[src/verilog/uio_pkg.sv]
// constants and types shared by the user i/o port and its routing logic
`default_nettype none
package uio_pkg;
  localparam int         UIO_PINS       = 8;
  localparam int         UIO_SYNC_STAGES = 2;
  // special function register offsets
  localparam logic [7:0]  UIO_SFR_DATA   = 8'h90;
  localparam logic [7:0]  UIO_SFR_DIR    = 8'h91;
  // external-space routing control registers
  localparam logic [15:0] UIO_XR_ROUTE_A = 16'hff90;
  localparam logic [15:0] UIO_XR_ROUTE_B = 16'hff91;
  localparam logic [15:0] UIO_XR_ROUTE_C = 16'hff92;
  localparam logic [15:0] UIO_XR_ROUTE_D = 16'hff93;
  // reset values
  localparam logic [7:0]  UIO_DIR_RST    = 8'hff;
  localparam logic [7:0]  UIO_DATA_RST   = 8'hff;
  localparam logic [7:0]  UIO_ROUTE_RST  = 8'h00;
  // routing word layout: low pin in 2:0, high pin in 6:4, 7 and 3 unused
  localparam logic [7:0]  UIO_ROUTE_MASK = 8'h77;
  localparam int          UIO_SEL_W      = 3;
  localparam int          UIO_SEL_LO_LSB = 0;
  localparam int          UIO_SEL_HI_LSB = 4;

  typedef enum logic [UIO_SEL_W-1:0] {
    UIO_SEL_NONE0,
    UIO_SEL_NONE1,
    UIO_SEL_TMR0,
    UIO_SEL_TMR1,
    UIO_SEL_IRQ0_POS,
    UIO_SEL_IRQ1_POS,
    UIO_SEL_IRQ0_NEG,
    UIO_SEL_IRQ1_NEG
  } uio_sel_t;
endpackage
`default_nettype wire

[src/verilog/uio_route_if.sv]
// bundle between the port registers and the resource routing logic
`default_nettype none
interface uio_route_if;
  import uio_pkg::*;
  logic [UIO_PINS-1:0]                pin_lvl;
  logic [UIO_PINS-1:0][UIO_SEL_W-1:0] sel;
  logic [1:0]                         irq_type;
  logic                               tmr0;
  logic                               tmr1;
  logic                               irq0;
  logic                               irq1;
  modport ctl (output pin_lvl, sel, irq_type,
               input  tmr0, tmr1, irq0, irq1);
  modport rt  (input  pin_lvl, sel, irq_type,
               output tmr0, tmr1, irq0, irq1);
endinterface
`default_nettype wire

[src/verilog/uio_route.sv]
// per-pin resource selection, or-merge and interrupt edge/level shaping
`default_nettype none
module uio_route
  import uio_pkg::*;
(
  input  wire logic core_clk,
  input  wire logic rst_n,
  uio_route_if.rt   rif
);
  logic [UIO_PINS-1:0] hit_t0;
  logic [UIO_PINS-1:0] hit_t1;
  logic [UIO_PINS-1:0] hit_i0;
  logic [UIO_PINS-1:0] hit_i1;
  logic                lvl_i0;
  logic                lvl_i1;
  logic                prev_i0;
  logic                prev_i1;

  // each pin contributes to at most one resource; codes 0 and 1 attach none
  for (genvar i = 0; i < UIO_PINS; i++) begin : g_pin
    assign hit_t0[i] = (rif.sel[i] == UIO_SEL_TMR0) & rif.pin_lvl[i];
    assign hit_t1[i] = (rif.sel[i] == UIO_SEL_TMR1) & rif.pin_lvl[i];
    assign hit_i0[i] = ((rif.sel[i] == UIO_SEL_IRQ0_POS) & rif.pin_lvl[i])
                     | ((rif.sel[i] == UIO_SEL_IRQ0_NEG) & ~rif.pin_lvl[i]);
    assign hit_i1[i] = ((rif.sel[i] == UIO_SEL_IRQ1_POS) & rif.pin_lvl[i])
                     | ((rif.sel[i] == UIO_SEL_IRQ1_NEG) & ~rif.pin_lvl[i]);
  end

  // shared resources see the or of every pin routed to them
  assign rif.tmr0 = |hit_t0;
  assign rif.tmr1 = |hit_t1;
  assign lvl_i0   = |hit_i0;
  assign lvl_i1   = |hit_i1;

  // previous merged level, for edge mode
  always_ff @(posedge core_clk) begin
    if (!rst_n) begin
      prev_i0 <= 1'b0;
      prev_i1 <= 1'b0;
    end else begin
      prev_i0 <= lvl_i0;
      prev_i1 <= lvl_i1;
    end
  end

  // type bit set: one-cycle pulse on the active edge; clear: follow level
  assign rif.irq0 = rif.irq_type[0] ? (lvl_i0 & ~prev_i0) : lvl_i0;
  assign rif.irq1 = rif.irq_type[1] ? (lvl_i1 & ~prev_i1) : lvl_i1;
endmodule
`default_nettype wire

[src/verilog/uio_port.sv]
// eight-pin user i/o port with direction, data, pull-up and resource routing
// Operation
// - after reset all eight pins are inputs until software sets direction.
// - each direction bit controls its own pin, 0 output and 1 input.
// - data reads return pin levels and written data drives output pins.
// - pins are pulled up from reset until the first direction write.
// - four routing registers each hold two 3-bit select words, 2:0 and 6:4.
// - select 0 or 1 attaches nothing, 2 timer 0 input, 3 timer 1 input.
// - selects 4 and 5 route true to interrupt 0/1, 6 and 7 inverted.
// - pins selecting one resource are or-ed together.
// - edge or level handling of a routed interrupt follows its type bit.
// - routing registers reset to zero and sit at consecutive addresses.
// - interrupts 0 and 1 each have a type bit in the timer control reg.
`default_nettype none
module uio_port
  import uio_pkg::*;
(
  input  wire logic                core_clk,
  input  wire logic                rst_n,
  input  wire logic [7:0]          sfr_addr,
  input  wire logic                sfr_wr,
  input  wire logic                sfr_rd,
  input  wire logic [7:0]          sfr_wdata,
  output logic      [7:0]          sfr_rdata,
  input  wire logic [15:0]         xram_addr,
  input  wire logic                xram_wr,
  input  wire logic                xram_rd,
  input  wire logic [7:0]          xram_wdata,
  output logic      [7:0]          xram_rdata,
  input  wire logic                irq0_type_bit,
  input  wire logic                irq1_type_bit,
  output logic                     timer0_gate_clock_in,
  output logic                     timer1_gate_clock_in,
  output logic                     ext_irq0,
  output logic                     ext_irq1,
  input  wire logic [UIO_PINS-1:0] user_pin_in,
  output logic      [UIO_PINS-1:0] user_pin_out,
  output logic      [UIO_PINS-1:0] user_pin_oe,
  output logic                     user_pin_pullup
);
  localparam int NROUTE = UIO_PINS / 2;

  logic [UIO_PINS-1:0] pin_data;
  logic [UIO_PINS-1:0] pin_direction;
  logic [7:0]          route [NROUTE];
  logic [UIO_PINS-1:0] sync_a;
  logic [UIO_PINS-1:0] pin_sync;
  logic                pull_on;
  logic                wr_data;
  logic                wr_dir;
  logic [NROUTE-1:0]   wr_route;
  logic [NROUTE-1:0]   hit_route;
  logic [7:0]          next_sfr_rdata;
  logic [7:0]          next_xram_rdata;
  logic [7:0]          route_rd;

  uio_route_if rif ();

  // register decode
  assign wr_data = sfr_wr && (sfr_addr == UIO_SFR_DATA);
  assign wr_dir  = sfr_wr && (sfr_addr == UIO_SFR_DIR);

  // routing registers occupy four consecutive external addresses
  for (genvar r = 0; r < NROUTE; r++) begin : g_route
    assign hit_route[r] = (xram_addr == UIO_XR_ROUTE_A + 16'(r));
    assign wr_route[r]  = xram_wr && hit_route[r];
    always_ff @(posedge core_clk) begin
      if (!rst_n) begin
        route[r] <= UIO_ROUTE_RST;
      end else if (wr_route[r]) begin
        route[r] <= xram_wdata & UIO_ROUTE_MASK;
      end
    end
    // low pin of the pair in 2:0, high pin in 6:4
    assign rif.sel[2*r]   = route[r][UIO_SEL_LO_LSB +: UIO_SEL_W];
    assign rif.sel[2*r+1] = route[r][UIO_SEL_HI_LSB +: UIO_SEL_W];
  end

  // two-stage synchroniser; only the second stage is used anywhere
  always_ff @(posedge core_clk) begin
    if (!rst_n) begin
      sync_a   <= '0;
      pin_sync <= '0;
    end else begin
      sync_a   <= user_pin_in;
      pin_sync <= sync_a;
    end
  end

  // data, direction and pull-up state
  always_ff @(posedge core_clk) begin
    if (!rst_n) begin
      pin_data      <= UIO_DATA_RST;
      pin_direction <= UIO_DIR_RST;
      pull_on       <= 1'b1;
    end else begin
      if (wr_data) pin_data <= sfr_wdata;
      if (wr_dir) begin
        pin_direction <= sfr_wdata;
        pull_on       <= 1'b0;
      end
    end
  end

  // pull-up is released by any direction write, even one of all ones
  assign user_pin_pullup = pull_on;
  assign user_pin_oe     = ~pin_direction;
  assign user_pin_out    = pin_data;

  // read muxes; unmapped addresses return zero
  always_comb begin
    route_rd = 8'h00;
    for (int r = 0; r < NROUTE; r++) begin
      if (hit_route[r]) route_rd = route[r];
    end
  end
  assign next_sfr_rdata = !sfr_rd ? sfr_rdata :
                          (sfr_addr == UIO_SFR_DATA) ? pin_sync :
                          (sfr_addr == UIO_SFR_DIR) ? pin_direction :
                          8'h00;
  assign next_xram_rdata = xram_rd ? route_rd : xram_rdata;

  // read data is held until the next read of its bus
  always_ff @(posedge core_clk) begin
    if (!rst_n) begin
      sfr_rdata  <= 8'h00;
      xram_rdata <= 8'h00;
    end else begin
      sfr_rdata  <= next_sfr_rdata;
      xram_rdata <= next_xram_rdata;
    end
  end

  // routing uses synchronised levels; edge/level comes from the type bits
  assign rif.pin_lvl  = pin_sync;
  assign rif.irq_type = {irq1_type_bit, irq0_type_bit};

  uio_route u_route (
    .core_clk (core_clk),
    .rst_n    (rst_n),
    .rif      (rif.rt)
  );

  assign timer0_gate_clock_in = rif.tmr0;
  assign timer1_gate_clock_in = rif.tmr1;
  assign ext_irq0             = rif.irq0;
  assign ext_irq1             = rif.irq1;
endmodule
`default_nettype wire

[config.mk]
export PLATFORM = sky130hd
export DESIGN_NAME = uio_port
export DESIGN_NICKNAME = d
export VERILOG_FILES = /design/src/verilog/uio_pkg.sv /design/src/verilog/uio_route_if.sv /design/src/verilog/uio_route.sv /design/src/verilog/uio_port.sv
export SDC_FILE = /design/constraint.sdc
export NUM_CORES = 1
export LEC_CHECK = 0
export BUFFER_PORTS_ARGS = -buffer_cell sky130_fd_sc_hd__buf_4
export CAP_MARGIN = 20
export CORE_ASPECT_RATIO = 1.25
export CORE_MARGIN = 4
export CORE_UTILIZATION = 52
export CTS_CLUSTER_SIZE = 8
export DETAILED_ROUTE_END_ITERATION = 10
export PLACE_DENSITY = 0.84
export SETUP_SLACK_MARGIN = 0.05
export SYNTH_ARGS = -nofsm -noshare
export SYNTH_HDL_FRONTEND = slang
export SYNTH_SLANG_ARGS = --single-unit
[constraint.sdc]
create_clock -name core_clk -period 2.35 [get_ports core_clk]
set_input_delay 0.235 -clock core_clk [delete_from_list [all_inputs] [get_ports core_clk]]
set_output_delay 0.235 -clock core_clk [all_outputs]
set_load 0.03 [all_outputs]
After elaboration in Yosys (flattened, before gate mapping)
Memories as Yosys holds them, arrays and structs flattened.
Index checks and enable logic that the tools add are counted.
{"block": "word_totals", "register_bits": 51, "mem_bits_rw": 24, "input_bits": 56, "output_inout_bits": 37, "word_cells": 180, "memories": 1}
{"name": "route", "words": 4, "width": 6, "read_ports": 4, "rd_ports_with_merged_regs": 0, "wr": 4, "line_no": "uio_port.sv:45", "source": "logic [7:0] route [NROUTE];"}
{"block": "op_classes", "eq_ne": 54, "mux": 25, "bitwise_logic": 81, "reduce_logical": 10}
{"op": "3-bit == test, second input constant", "count": 32}
{"op": "16-bit == test, second input constant", "count": 4}
{"op": "1-bit bitwise AND", "count": 50}
{"op": "3-bit by 2-bit == test with 1-bit output, second input constant", "count": 16}
{"op": "8-bit two-way mux", "count": 6}
{"op": "8-bit OR reduction", "count": 4}
{"op": "6-bit two-way mux", "count": 4}
{"op": "1-bit bitwise OR", "count": 20}
{"op": "8-bit == test, second input constant", "count": 2}
{"op": "1-bit two-way mux", "count": 15}
{"op": "1-bit NOT", "count": 10}
{"op": "8-bit NOT", "count": 1}
{"op": "1-bit logical AND", "count": 6}

Logic depth before layout (Yosys ltp)
Gate-level depths: netlist of the first run.
{"block": "depth", "ltp_word": 6, "depth_mapped": 6, "ltp_nobuf": 4}

Modules after synthesis
Synthesis of the first run repeated with hierarchy kept, for this count alone.
{"block": "unflattened", "hier_cells": 315, "area_unflattened_um2": 3345.7}
{"module": "uio_port", "n_inst": 1, "cells_each": 257, "area_each_um2": 2921.6, "seq_area_each_um2": 1661.6}
{"module": "uio_route", "n_inst": 1, "cells_each": 58, "area_each_um2": 424.2, "seq_area_each_um2": 40.0}

Worst setup path before layout of the first run
No wires, ideal clock.
{"block": "synth_timing", "path_type": "input port to flip-flop", "startpoint": "input port xram_addr[6]", "endpoint": "memory route[0][0] (netlist bit), enable pin", "setup_time_ps": 366, "arrival_time_ps": 1711, "required_ps": 1984, "slack_ps": 274, "stages": 4, "path_buffers": 0, "cell_sequence": "nand4bb_1 -> or4_4 -> or2_1 -> o31ai_2"}
{"item": "from (decl)", "line_no": "uio_port.sv:25", "source": "input wire logic [15:0] xram_addr,"}
{"item": "to (decl)", "line_no": "uio_port.sv:45"}

==> results.sh, run 1 <==
export IMPL_unrepaired_setup_endpoints_after_global_routing="false"
export IMPL_synth_enable_flop_cells=24
export IMPL_finalHoldViolations=0
export IMPL_grt_total_usage_pct=21.5
export IMPL_total_leakage_power_uw=0.00187
export IMPL_post_drt_via_cell_ratio=5.32
export IMPL_first_global_vias=2630
export IMPL_synth_top_family_by_area="simple AND/OR/NAND/NOR gates"
export IMPL_share_of_cells_above_drive_strength_1_pct=28.2
export IMPL_stdcell_area_um2=4310
export IMPL_grt_first_pass_wirelength_um=12900
export IMPL_worst_slew_pin_transition_ns=0.767
export IMPL_synthMuxAreaShare_pct=9.28
export IMPL_routed_wl_met3_um=436
export IMPL_worst_ep_arrival_time_ns=1.82
export IMPL_yosysUniqueCellTypes=45
export IMPL_clock_root_cell="clkbuf_8"
export IMPL_share_comb_of_total_power_pct=9.6
export IMPL_clock_path_buffers=2
export IMPL_finalWeightedCongestion=0.939
export IMPL_dp_hpwl_um=6240
export IMPL_dominantRegCellSynth="dfxtp_1"
export IMPL_synthesis_area_per_instance_um2=10.4
export IMPL_period_needed_ns=2.06
export IMPL_hold_path_class="primary input to flop"
export IMPL_synth_top_area_share_pct=29.2
export IMPL_worstPathMaxFanout=3
export IMPL_number_of_standard_cells_after_synthesis=323
export IMPL_crit_type="flop to output pin"
export IMPL_setup_reg_to_reg_worst_slack_ns=1.08
export IMPL_antenna_violations_before_repair=0
export IMPL_placed_area_um2=4100
export IMPL_numClockSinks=73
export IMPL_final_setup_worst_slack_ns=0.290
export IMPL_timing_final_setup_violations=0
export IMPL_cp_start_kind="flop"
export IMPL_port_buffers=88
export IMPL_antenna_cells_inserted=0
export IMPL_clock_edge_transition_at_the_registers_on_the_reported_setup_and_hold_paths_ns=0.08
export IMPL_share_of_synthesized_cell_area_in_full_adder_half_adder_and_majority_cells_pct=0
export IMPL_top_signal_layer_used="met4"
export IMPL_std_cell_rows=32
export IMPL_met2_wirelength_um=4130
export IMPL_place_worst_setup_slack_ns=0.185
export IMPL_ys_ff_latch=73
export IMPL_synth_top_cells_by_count="dfxtp_1, and2_1, nand2_1"
export IMPL_skew_final_ns=0.00582
export IMPL_min_period_over_period_pct=87.6
export IMPL_synth_warnings=0
export IMPL_synth_compound_area_share_pct=9.32
export IMPL_synthesis_area_um2=3360
export IMPL_firstDrtPassIters=4
export IMPL_clkPwrFrac_pct=38.7
export IMPL_start_util_pct=54.1
export IMPL_setup_total_negative_slack_ns=0
export IMPL_yosys_area_share_xor_xnor_pct=2.09
export IMPL_dieArea_um2=7810
export IMPL_most_frequently_used_cell_type_in_the_post_synthesis_netlist="dfxtp_1"
export IMPL_cp_data_required_time_ns=2.12
export IMPL_synth_simple_gate_area_share_pct=25.1
export IMPL_drc_errors=0
export IMPL_internal_power_uw=2000
export IMPL_wire_per_inst_um=16.1
export IMPL_postCtsHoldBufs=0
export IMPL_switching_share_pct=24.9
export IMPL_area_growth_syn_to_layout_pct=28.3
export IMPL_power_sequential_fraction_pct=51.7
export IMPL_drt_total_wl_um=8100
export IMPL_slew_viol_final=0
export IMPL_clk_insertion_delay_late_ns=0.34
export IMPL_netSwitchingPower_uw=664
export IMPL_share_of_synthesized_registers_carrying_an_async_set_or_reset_pct=0
export IMPL_core_area_um2=6210
export IMPL_vias=2681
export IMPL_drt_met1_wl_um=3260
export IMPL_power_uw=2670
export IMPL_cts_setup_buffers=0
export IMPL_reg2reg_to="u_route.prev_i0$_SDFF_PN0_"
export IMPL_worstReg2RegStart="route[0][1]$_SDFFCE_PN0P_"
export IMPL_antenna_left=0
export IMPL_vdd_ir_drop_max_v=0.000527
export IMPL_die_width_um=79.9
export IMPL_grt_max_degree=49
export IMPL_io_pins=93
export IMPL_drt_first_iter_violations=201
export IMPL_nets=470
export IMPL_tritoncts="built"
export IMPL_synth_top_cell_by_area="dfxtp_1"
export IMPL_yosysSeqAreaShare_pct=50.7
export IMPL_timing_critical_path_to="timer0_gate_clock_in"
export IMPL_capturing_element_type_of_the_critical_path="output pin"
export IMPL_power_density_normalized_to_cell_area_nw_per_um2=619
export IMPL_outcome="finished, final reports clean"
export IMPL_fmaxAchievable_mhz=486
export IMPL_ctsHtreeMaxLevel=3
export IMPL_max_cap_viol_count=0
export IMPL_reg2reg_path_depth=4
export IMPL_cts_buffers_inserted=9
export IMPL_crit_start="route[0][4]$_SDFFCE_PN0P_"
export IMPL_maxSlewHeadroom_pct=48.5
export IMPL_synth_area_leaders="dfxtp_1, edfxtp_1, and2_1, mux2i_1, nand2_1"
export IMPL_gr_total_overflow=0
export IMPL_chipHeight_um=97.8
export IMPL_filler_cell_count=473
export IMPL_post_cts_resized=0
[power groups by stage]
stage / sequential, µW / clock [µW] / combinational (µW)
CTS: 1380 / 1040 / 257
floorplan: 1390 / 0 / 136
finish: 1380 / 1030 / 256
global placement: 1400 / 0 / 251
detailed placement: 1400 / 0 / 255
global route: 1380 / 1100 / 278
[critical path, cell delays in order (launching register included)]
cell	delay, ns
edfxtp_1	0.46
nand3b_1	0.15
o32ai_1	0.09
or4_1	0.58
buf_4	0.20
[sequential cells by signal (all words and copies together) (netlist names)]
register,flops
sfr_rdata,8
user_pin_pullup,1
xram_rdata,6
u_route.prev_i0,1
sync_a,8
user_pin_out,8
u_route.prev_i1,1
pin_sync,8
route,24
pin_direction,8
[cell type report]
| cell class | instances | area, µm² | area share, % |
|---|---|---|---|
| clock buffer | 10 | 138 | 3.20 |
| sequential | 73 | 1700 | 39.5 |
| tap | 85 | 106 | 2.47 |
| multi-input combinational | 223 | 1540 | 35.8 |
| inverter | 15 | 56.3 | 1.31 |
| clock inverter | 6 | 71.3 | 1.66 |
| timing repair buffer | 92 | 691 | 16.0 |
[metal layers]
layer,global-route usage [%],vias to the layer above
met1,25.4,1253
met2,37.0,92
met5,0,-
met4,10.7,0
met3,3.78,23
li1,-,1313
[cell usage in the layout (no fill, tap or decap), types with 2 or more instances in the layout]
master	Yosys	final
a21boi_1	2	2
a21oi_1	8	8
a22oi_1	3	3
and2_1	40	40
buf_4	2	92
clkbuf_8	0	10
conb_1	1	2
dfxtp_1	49	49
edfxtp_1	24	24
inv_1	15	15
inv_4	0	2
inv_6	0	2
mux2_1	9	9
mux2i_1	21	21
nand2_1	38	38
nand2b_1	3	3
nand3_1	9	9
nand3b_1	6	6
nand4_1	3	3
nand4bb_1	3	3
nor2_1	3	3
nor2b_1	18	18
nor3_2	3	3
nor4_2	2	2
o2111a_1	2	2
o211ai_1	5	5
o21ai_0	10	10
o21ai_1	4	4
o32ai_1	4	4
or4_1	2	2
xor2_1	8	8
[worst min-delay path by stage]
| stage | cells past startpoint | end | from |
|---|---|---|---|
| finish | 2 | sync_a[4]$_SDFF_PN0_ | user_pin_in[4] |
| global route | 2 | sync_a[1]$_SDFF_PN0_ | user_pin_in[1] |
| CTS | 2 | sync_a[4]$_SDFF_PN0_ | user_pin_in[4] |
| detailed placement | 1 | pin_sync[1]$_SDFF_PN0_ | sync_a[1]$_SDFF_PN0_ |
| global placement | 1 | pin_sync[4]$_SDFF_PN0_ | sync_a[4]$_SDFF_PN0_ |
| floorplan | 2 | pin_direction[0]$_SDFFE_PN1P_ | sfr_wdata[0] |
[cells by family (layout without fill, tap and decap cells)]
family	count (synthesis)	count (layout)
flip-flops	73	73
AND/OR/NAND/NOR	138	138
multiplexers	30	30
other	1	2
buffers and inverters	28	123
AO/OA/AOI/OAI	45	45
XOR/XNOR	8	8
[through the flow]
step	utilization [%]	cells	hold slack (ns)
2_1_floorplan	-	324	0.360
3_3_place_gp	66.0	488	0.417
3_5_place_dp	66.0	488	0.422
4_1_cts	69.4	504	0.0821
5_1_grt	69.4	504	0.0850
6_report	69.4	504	0.0959
Note: power is estimated with default switching activity, not from simulation.
==> run 2: changes to the inputs <==
==> constraint.sdc (replaced) <==
create_clock -name core_clk -period 2.1 [get_ports core_clk]
set_input_delay 0.21 -clock core_clk [delete_from_list [all_inputs] [get_ports core_clk]]
set_output_delay 0.21 -clock core_clk [all_outputs]
set_load 0.03 [all_outputs]
==> run 2 against run 1 <==
  * Global-route usage fell by 0.51 points
  * Design area increased by 1.7%
  * Final cell count grew 1.2%
  * Register-to-register slack got worse by 0.25 ns
  * Critical endpoint is now ext_irq1
  * Sequential power is 12% higher
  * Die area unchanged
  * Highest routed layer unchanged
  * Wire length fell by 0.27%
==> results.sh, run 2 (synthesized netlist as in run 1, its figures left out) <==
export IMPL_clk_insertion_delay_late_ns=0.34
export IMPL_antenna_violations_before_repair=0
export IMPL_switching_share_pct=24.9
export IMPL_hold_path_class="primary input to flop"
export IMPL_worst_ep_arrival_time_ns=1.76
export IMPL_die_width_um=79.9
export IMPL_grt_total_usage_pct=21.0
export IMPL_stdcell_area_um2=4380
export IMPL_vdd_ir_drop_max_v=0.000712
export IMPL_drt_total_wl_um=8080
export IMPL_multi_input_comb_area_um2=1560
export IMPL_antenna_left=0
export IMPL_period_needed_ns=1.97
export IMPL_placed_area_um2=4140
export IMPL_internal_power_uw=2240
export IMPL_area_growth_syn_to_layout_pct=30.5
export IMPL_outcome="finished, final reports clean"
export IMPL_wire_per_inst_um=15.8
export IMPL_nets=476
export IMPL_chipHeight_um=97.8
export IMPL_clock_edge_transition_at_the_registers_on_the_reported_setup_and_hold_paths_ns=0.08
export IMPL_clock_path_buffers=2
export IMPL_firstDrtPassIters=4
export IMPL_sequential_cell_area_um2=1700
export IMPL_vias=2694
export IMPL_post_drt_via_cell_ratio=5.28
export IMPL_min_period_over_period_pct=93.9
export IMPL_grt_first_pass_wirelength_um=12800
export IMPL_max_cap_viol_count=0
export IMPL_path_cells="xor2_1 > nand3_1 > and4_1 > a22oi_1 > buf_4"
export IMPL_setup_reg_to_reg_worst_slack_ns=0.83
export IMPL_power_sequential_fraction_pct=51.7
export IMPL_commonest_cells_after_routing_fill_and_taps_aside="buf_4, dfxtp_1, and2_1, nand2_1, edfxtp_1"
export IMPL_first_global_vias=2636
export IMPL_power_density_normalized_to_cell_area_nw_per_um2=681
export IMPL_clock_root_cell="clkbuf_8"
export IMPL_drt_first_iter_violations=168
export IMPL_critical_path_top_delay_family="flip-flops"
export IMPL_numClockSinks=73
export IMPL_maxSlewHeadroom_pct=61.7
export IMPL_std_cell_rows=32
export IMPL_total_leakage_power_uw=0.00190
export IMPL_antenna_cells_inserted=0
export IMPL_slew_viol_final=0
export IMPL_skew_final_ns=0.00628
export IMPL_dieArea_um2=7810
export IMPL_netSwitchingPower_uw=742
export IMPL_finalWeightedCongestion=0.868
export IMPL_io_pins=93
export IMPL_drc_errors=0
export IMPL_finish_utilization_pct=70.6
export IMPL_crit_buf_inv=1
export IMPL_worstPathMaxFanout=3
export IMPL_unrepaired_setup_endpoints_after_global_routing="false"
export IMPL_layout_cells_most_common="buf_4"
export IMPL_critPathMaxStageDelay_ns=0.46
export IMPL_setup_total_negative_slack_ns=0
export IMPL_registers_top_by_ff_count="route"
export IMPL_timing_final_setup_violations=0
export IMPL_share_of_cells_above_drive_strength_1_pct=29.4
export IMPL_start_util_pct=54.1
export IMPL_port_buffers=88
export IMPL_share_comb_of_total_power_pct=9.7
export IMPL_dp_hpwl_um=6360
export IMPL_worst_slew_pin_transition_ns=0.569
export IMPL_capturing_element_type_of_the_critical_path="output pin"
export IMPL_gr_total_overflow=0
export IMPL_cp_data_required_time_ns=1.89
export IMPL_cts_buffers_inserted=9
export IMPL_cpMaxStageDelayCell="edfxtp_1"
export IMPL_worst_hold_slack_ns=0.0697
export IMPL_crit_type="flop to output pin"
export IMPL_finalHoldViolations=0
export IMPL_largest_register_ff_count=24
export IMPL_ctsHtreeMaxLevel=3
export IMPL_clkPwrFrac_pct=38.6
export IMPL_grt_max_degree=28
export IMPL_postCtsHoldBufs=0
export IMPL_tritoncts="built"
export IMPL_filler_cell_count=472
export IMPL_fmaxAchievable_mhz=507
export IMPL_core_area_um2=6210
export IMPL_cp_start_kind="flop"
## run 2: cell count changes in the layout (fill, tap and decap cells not counted)
cell,delta
buf_4,+5
clkbuf_16,+2
inv_4,-2
buf_6,+1
bufinv_16,-1
clkbuf_8,-1
clkinvlp_4,+1
inv_8,+1
o31ai_2,-1
o31ai_4,+1
or4_1,-1
or4_4,+1
## run 2: path summary, 6_finish.rpt
check | from | cells past startpoint | to
max | route[3][4]$_SDFFCE_PN0P_ | 5 | ext_irq1
min | user_pin_in[0] | 2 | sync_a[0]$_SDFF_PN0_
max reg2reg | route[3][4]$_SDFFCE_PN0P_ | 4 | u_route.prev_i1$_SDFF_PN0_
min reg2reg | sync_a[4]$_SDFF_PN0_ | 1 | pin_sync[4]$_SDFF_PN0_
## run 2: per-layer routing
| layer | global-route usage, % | vias up | wire [µm] |
|---|---|---|---|
| li1 | - | 1323 | - |
| met1 | 25.4 | 1254 | 3260 |
| met2 | 36.4 | 99 | 4190 |
| met3 | 2.95 | 18 | 377 |
| met4 | 9.62 | 0 | 249 |
| met5 | 0 | - | 0 |
## run 2: what timing repair did
item	CTS	global route
resized for setup	0	2
endpoints found under the setup margin	0	1
setup buffers	0	2
## run 2: layout make-up
| cell class | instances | area share [%] |
|---|---|---|
| Sequential cell | 73 | 38.8 |
| Multi-Input combinational cell | 223 | 35.5 |
| Timing Repair Buffer | 98 | 16.9 |
| Clock buffer | 11 | 3.97 |
| Tap cell | 85 | 2.43 |
| Inverter | 15 | 1.29 |
| Clock inverter | 5 | 1.09 |
## run 2: per-stage QoR
step	cells	setup WS [ns]	power [µW]
3_5_place_dp	492	0.0226	1860
3_3_place_gp	492	0.0670	1850
4_1_cts	508	0.0754	3000
6_report	510	0.128	2980
5_1_grt	510	0.0618	3090
2_1_floorplan	324	0.0660	1710
## run 2: power by group through the flow
stage / registers [µW] / clock network (µW) / logic [µW]
4_1_cts: 1540 / 1170 / 288
5_1_grt: 1550 / 1230 / 316
2_1_floorplan: 1560 / 0 / 154
3_5_place_dp: 1570 / 0 / 286
3_3_place_gp: 1570 / 0 / 280
6_report: 1540 / 1150 / 290
## run 2: worst reg2reg max path, cell delays in order, from the launching register on
cell	delay [ns]
edfxtp_1	0.46
xor2_1	0.24
nand3_1	0.13
and4_1	0.24
a21boi_1	0.14
==> run 3: changes to the inputs <==
==> constraint.sdc (replaced) <==
create_clock -name core_clk -period 2.25 [get_ports core_clk]
set_input_delay 0.225 -clock core_clk [delete_from_list [all_inputs] [get_ports core_clk]]
set_output_delay 0.225 -clock core_clk [all_outputs]
set_load 0.03 [all_outputs]
==> run 3 against run 2 <==
  * Design area shrank 1.3%
  * Clock skew increased by 0.0014 ns
  * Hold slack improved by 0.00063 ns
  * Sequential share of layout area increased by 0.49 points
  * Critical path depth is 1 lower
  * Register-to-register slack improved by 0.18 ns
  * Power fell by 9.1%
  * Final cell count down 0.59%
  * Critical endpoint is now timer0_gate_clock_in
  * Largest cell class unchanged
==> results.sh, run 3 (synthesized netlist as in run 1, its figures left out) <==
export IMPL_fmaxAchievable_mhz=495
export IMPL_wire_per_inst_um=15.5
export IMPL_dieArea_um2=7810
export IMPL_capturing_element_type_of_the_critical_path="output pin"
export IMPL_tritoncts="built"
export IMPL_io_pins=93
export IMPL_dpl_cell_count=491
export IMPL_drt_total_wl_um=7870
export IMPL_timing_final_setup_violations=0
export IMPL_dp_hpwl_um=6120
export IMPL_drt_first_iter_violations=299
export IMPL_ctsHtreeMaxLevel=3
export IMPL_placed_area_um2=4120
export IMPL_instances_no_fill=507
export IMPL_unrepaired_setup_endpoints_after_global_routing="false"
export IMPL_antenna_violations_before_repair=0
export IMPL_worst_ep_arrival_time_ns=1.79
export IMPL_antenna_cells_inserted=0
export IMPL_setup_reg_to_reg_worst_slack_ns=1.01
export IMPL_drc_errors=0
export IMPL_share_comb_of_total_power_pct=9.8
export IMPL_port_buffers=88
export IMPL_first_global_vias=2625
export IMPL_share_of_cells_above_drive_strength_1_pct=28.7
export IMPL_clk_insertion_delay_late_ns=0.35
export IMPL_slew_viol_final=0
export IMPL_start_util_pct=54.1
export IMPL_worst_slew_pin_transition_ns=0.530
export IMPL_post_cts_resized=0
export IMPL_clock_path_buffers=2
export IMPL_sequential_cell_area_um2=1700
export IMPL_core_area_um2=6210
export IMPL_registers_top_by_ff_count="route"
export IMPL_nets=473
export IMPL_setup_total_negative_slack_ns=0
export IMPL_cts_buffers_inserted=9
export IMPL_commonest_cells_after_routing_fill_and_taps_aside="buf_4, dfxtp_1, and2_1, nand2_1, edfxtp_1"
export IMPL_grt_total_usage_pct=21.5
export IMPL_max_cap_viol_count=0
export IMPL_worstPathMaxFanout=3
export IMPL_filler_cell_count=481
export IMPL_power_density_normalized_to_cell_area_nw_per_um2=627
export IMPL_clock_root_cell="clkbuf_8"
export IMPL_outcome="finished, final reports clean"
export IMPL_hold_path_class="primary input to flop"
export IMPL_holdPathStages=2
export IMPL_power_sequential_fraction_pct=53.1
export IMPL_largest_register_ff_count=24
export IMPL_cts_setup_buffers=0
export IMPL_numClockSinks=73
export IMPL_skew_final_ns=0.00772
export IMPL_layout_cells_most_common="buf_4"
export IMPL_area_growth_syn_to_layout_pct=28.9
export IMPL_cp_start_kind="flop"
export IMPL_postCtsHoldBufs=0
export IMPL_reg2reg_path_depth=4
export IMPL_grt_first_pass_wirelength_um=12800
export IMPL_die_width_um=79.9
export IMPL_vias=2664
export IMPL_switching_share_pct=25.5
export IMPL_vdd_ir_drop_max_v=0.000549
export IMPL_finalHoldViolations=0
export IMPL_clkPwrFrac_pct=37.1
export IMPL_reg2reg_to="u_route.prev_i1$_SDFF_PN0_"
export IMPL_min_period_over_period_pct=89.8
export IMPL_cp_data_required_time_ns=2.03
export IMPL_post_drt_via_cell_ratio=5.25
export IMPL_crit_type="flop to output pin"
export IMPL_stdcell_area_um2=4330
export IMPL_chipHeight_um=97.8
export IMPL_worstHoldEndpoint="sync_a[0]$_SDFF_PN0_"
export IMPL_std_cell_rows=32
export IMPL_worstReg2RegStart="route[2][4]$_SDFFCE_PN0P_"
export IMPL_clock_edge_transition_at_the_registers_on_the_reported_setup_and_hold_paths_ns=0.08
export IMPL_firstDrtPassIters=4
export IMPL_worstHoldStart="user_pin_in[0]"
export IMPL_grt_max_degree=33
export IMPL_internal_power_uw=2020
export IMPL_maxSlewHeadroom_pct=64.4
export IMPL_total_leakage_power_uw=0.00188
export IMPL_period_needed_ns=2.02
export IMPL_netSwitchingPower_uw=691
export IMPL_gr_total_overflow=0
export IMPL_finalWeightedCongestion=0.920
export IMPL_antenna_left=0
export IMPL_multi_input_comb_area_um2=1540
run 3: changes by cell type in the layout (fill, tap and decap cells not counted), sizes merged:
| cell | change |
|---|---|
| clkbuf | -1 |
| inv | -1 |
| clkinv | +2 |
| buf | -3 |
run 3: stage by stage:
| stage | util [%] | power (µW) | hold slack (ns) | setup WS [ns] |
|---|---|---|---|---|
| 2_1_floorplan | - | 1590 | 0.350 | 0.184 |
| 3_3_place_gp | 66.4 | 1730 | 0.418 | 0.187 |
| 3_5_place_dp | 66.4 | 1730 | 0.419 | 0.140 |
| 4_1_cts | 69.7 | 2740 | 0.0539 | 0.217 |
| 5_1_grt | 69.7 | 2820 | 0.0556 | 0.175 |
| 6_report | 69.7 | 2710 | 0.0703 | 0.230 |
run 3: cell type report:
| cell class | count | share of cell area (%) |
|---|---|---|
| sequential | 73 | 39.3 |
| multi-input combinational | 223 | 35.7 |
| timing repair buffer | 95 | 16.5 |
| clock buffer | 10 | 3.44 |
| tap | 85 | 2.46 |
| clock inverter | 6 | 1.30 |
| inverter | 15 | 1.30 |
run 3: power groups by stage:
stage                     registers (µW)  clock network [µW]  logic, µW
after global routing                1440                1080        291
after detailed placement            1470                   0        265
after global placement              1470                   0        261
after floorplan                     1450                   0        142
after CTS                           1440                1040        267
final                               1440                1010        265
run 3: worst max-delay path by stage:
stage                               from  depth (start not counted)                   endpoint  slack [ns]
6_report       route[0][4]$_SDFFCE_PN0P_                          4       timer0_gate_clock_in        0.23
5_1_grt        route[3][4]$_SDFFCE_PN0P_                          4       timer0_gate_clock_in        0.18
4_1_cts        route[0][4]$_SDFFCE_PN0P_                          4       timer0_gate_clock_in        0.22
3_5_place_dp                xram_addr[6]                          6  route[0][4]$_SDFFCE_PN0P_        0.14
3_3_place_gp                xram_addr[6]                          6  route[0][4]$_SDFFCE_PN0P_        0.19
2_1_floorplan               xram_addr[6]                          4  route[0][0]$_SDFFCE_PN0P_        0.18
run 3: worst max-delay path: stages (launching register included):
cell and delay (ns):
edfxtp_1 0.43, nand3b_1 0.15, o32ai_1 0.10, or4_1 0.57
buf_4 0.20
run 3: metal layers:
| metal | vias to the layer above | part of all wire, % | global-route usage (%) |
|---|---|---|---|
| met5 | - | 0 | 0 |
| met4 | 0 | 2.6 | 9.62 |
| met3 | 20 | 5.4 | 4.24 |
| met2 | 88 | 51 | 36.1 |
| met1 | 1236 | 41 | 26.4 |
| li1 | 1320 | - | - |
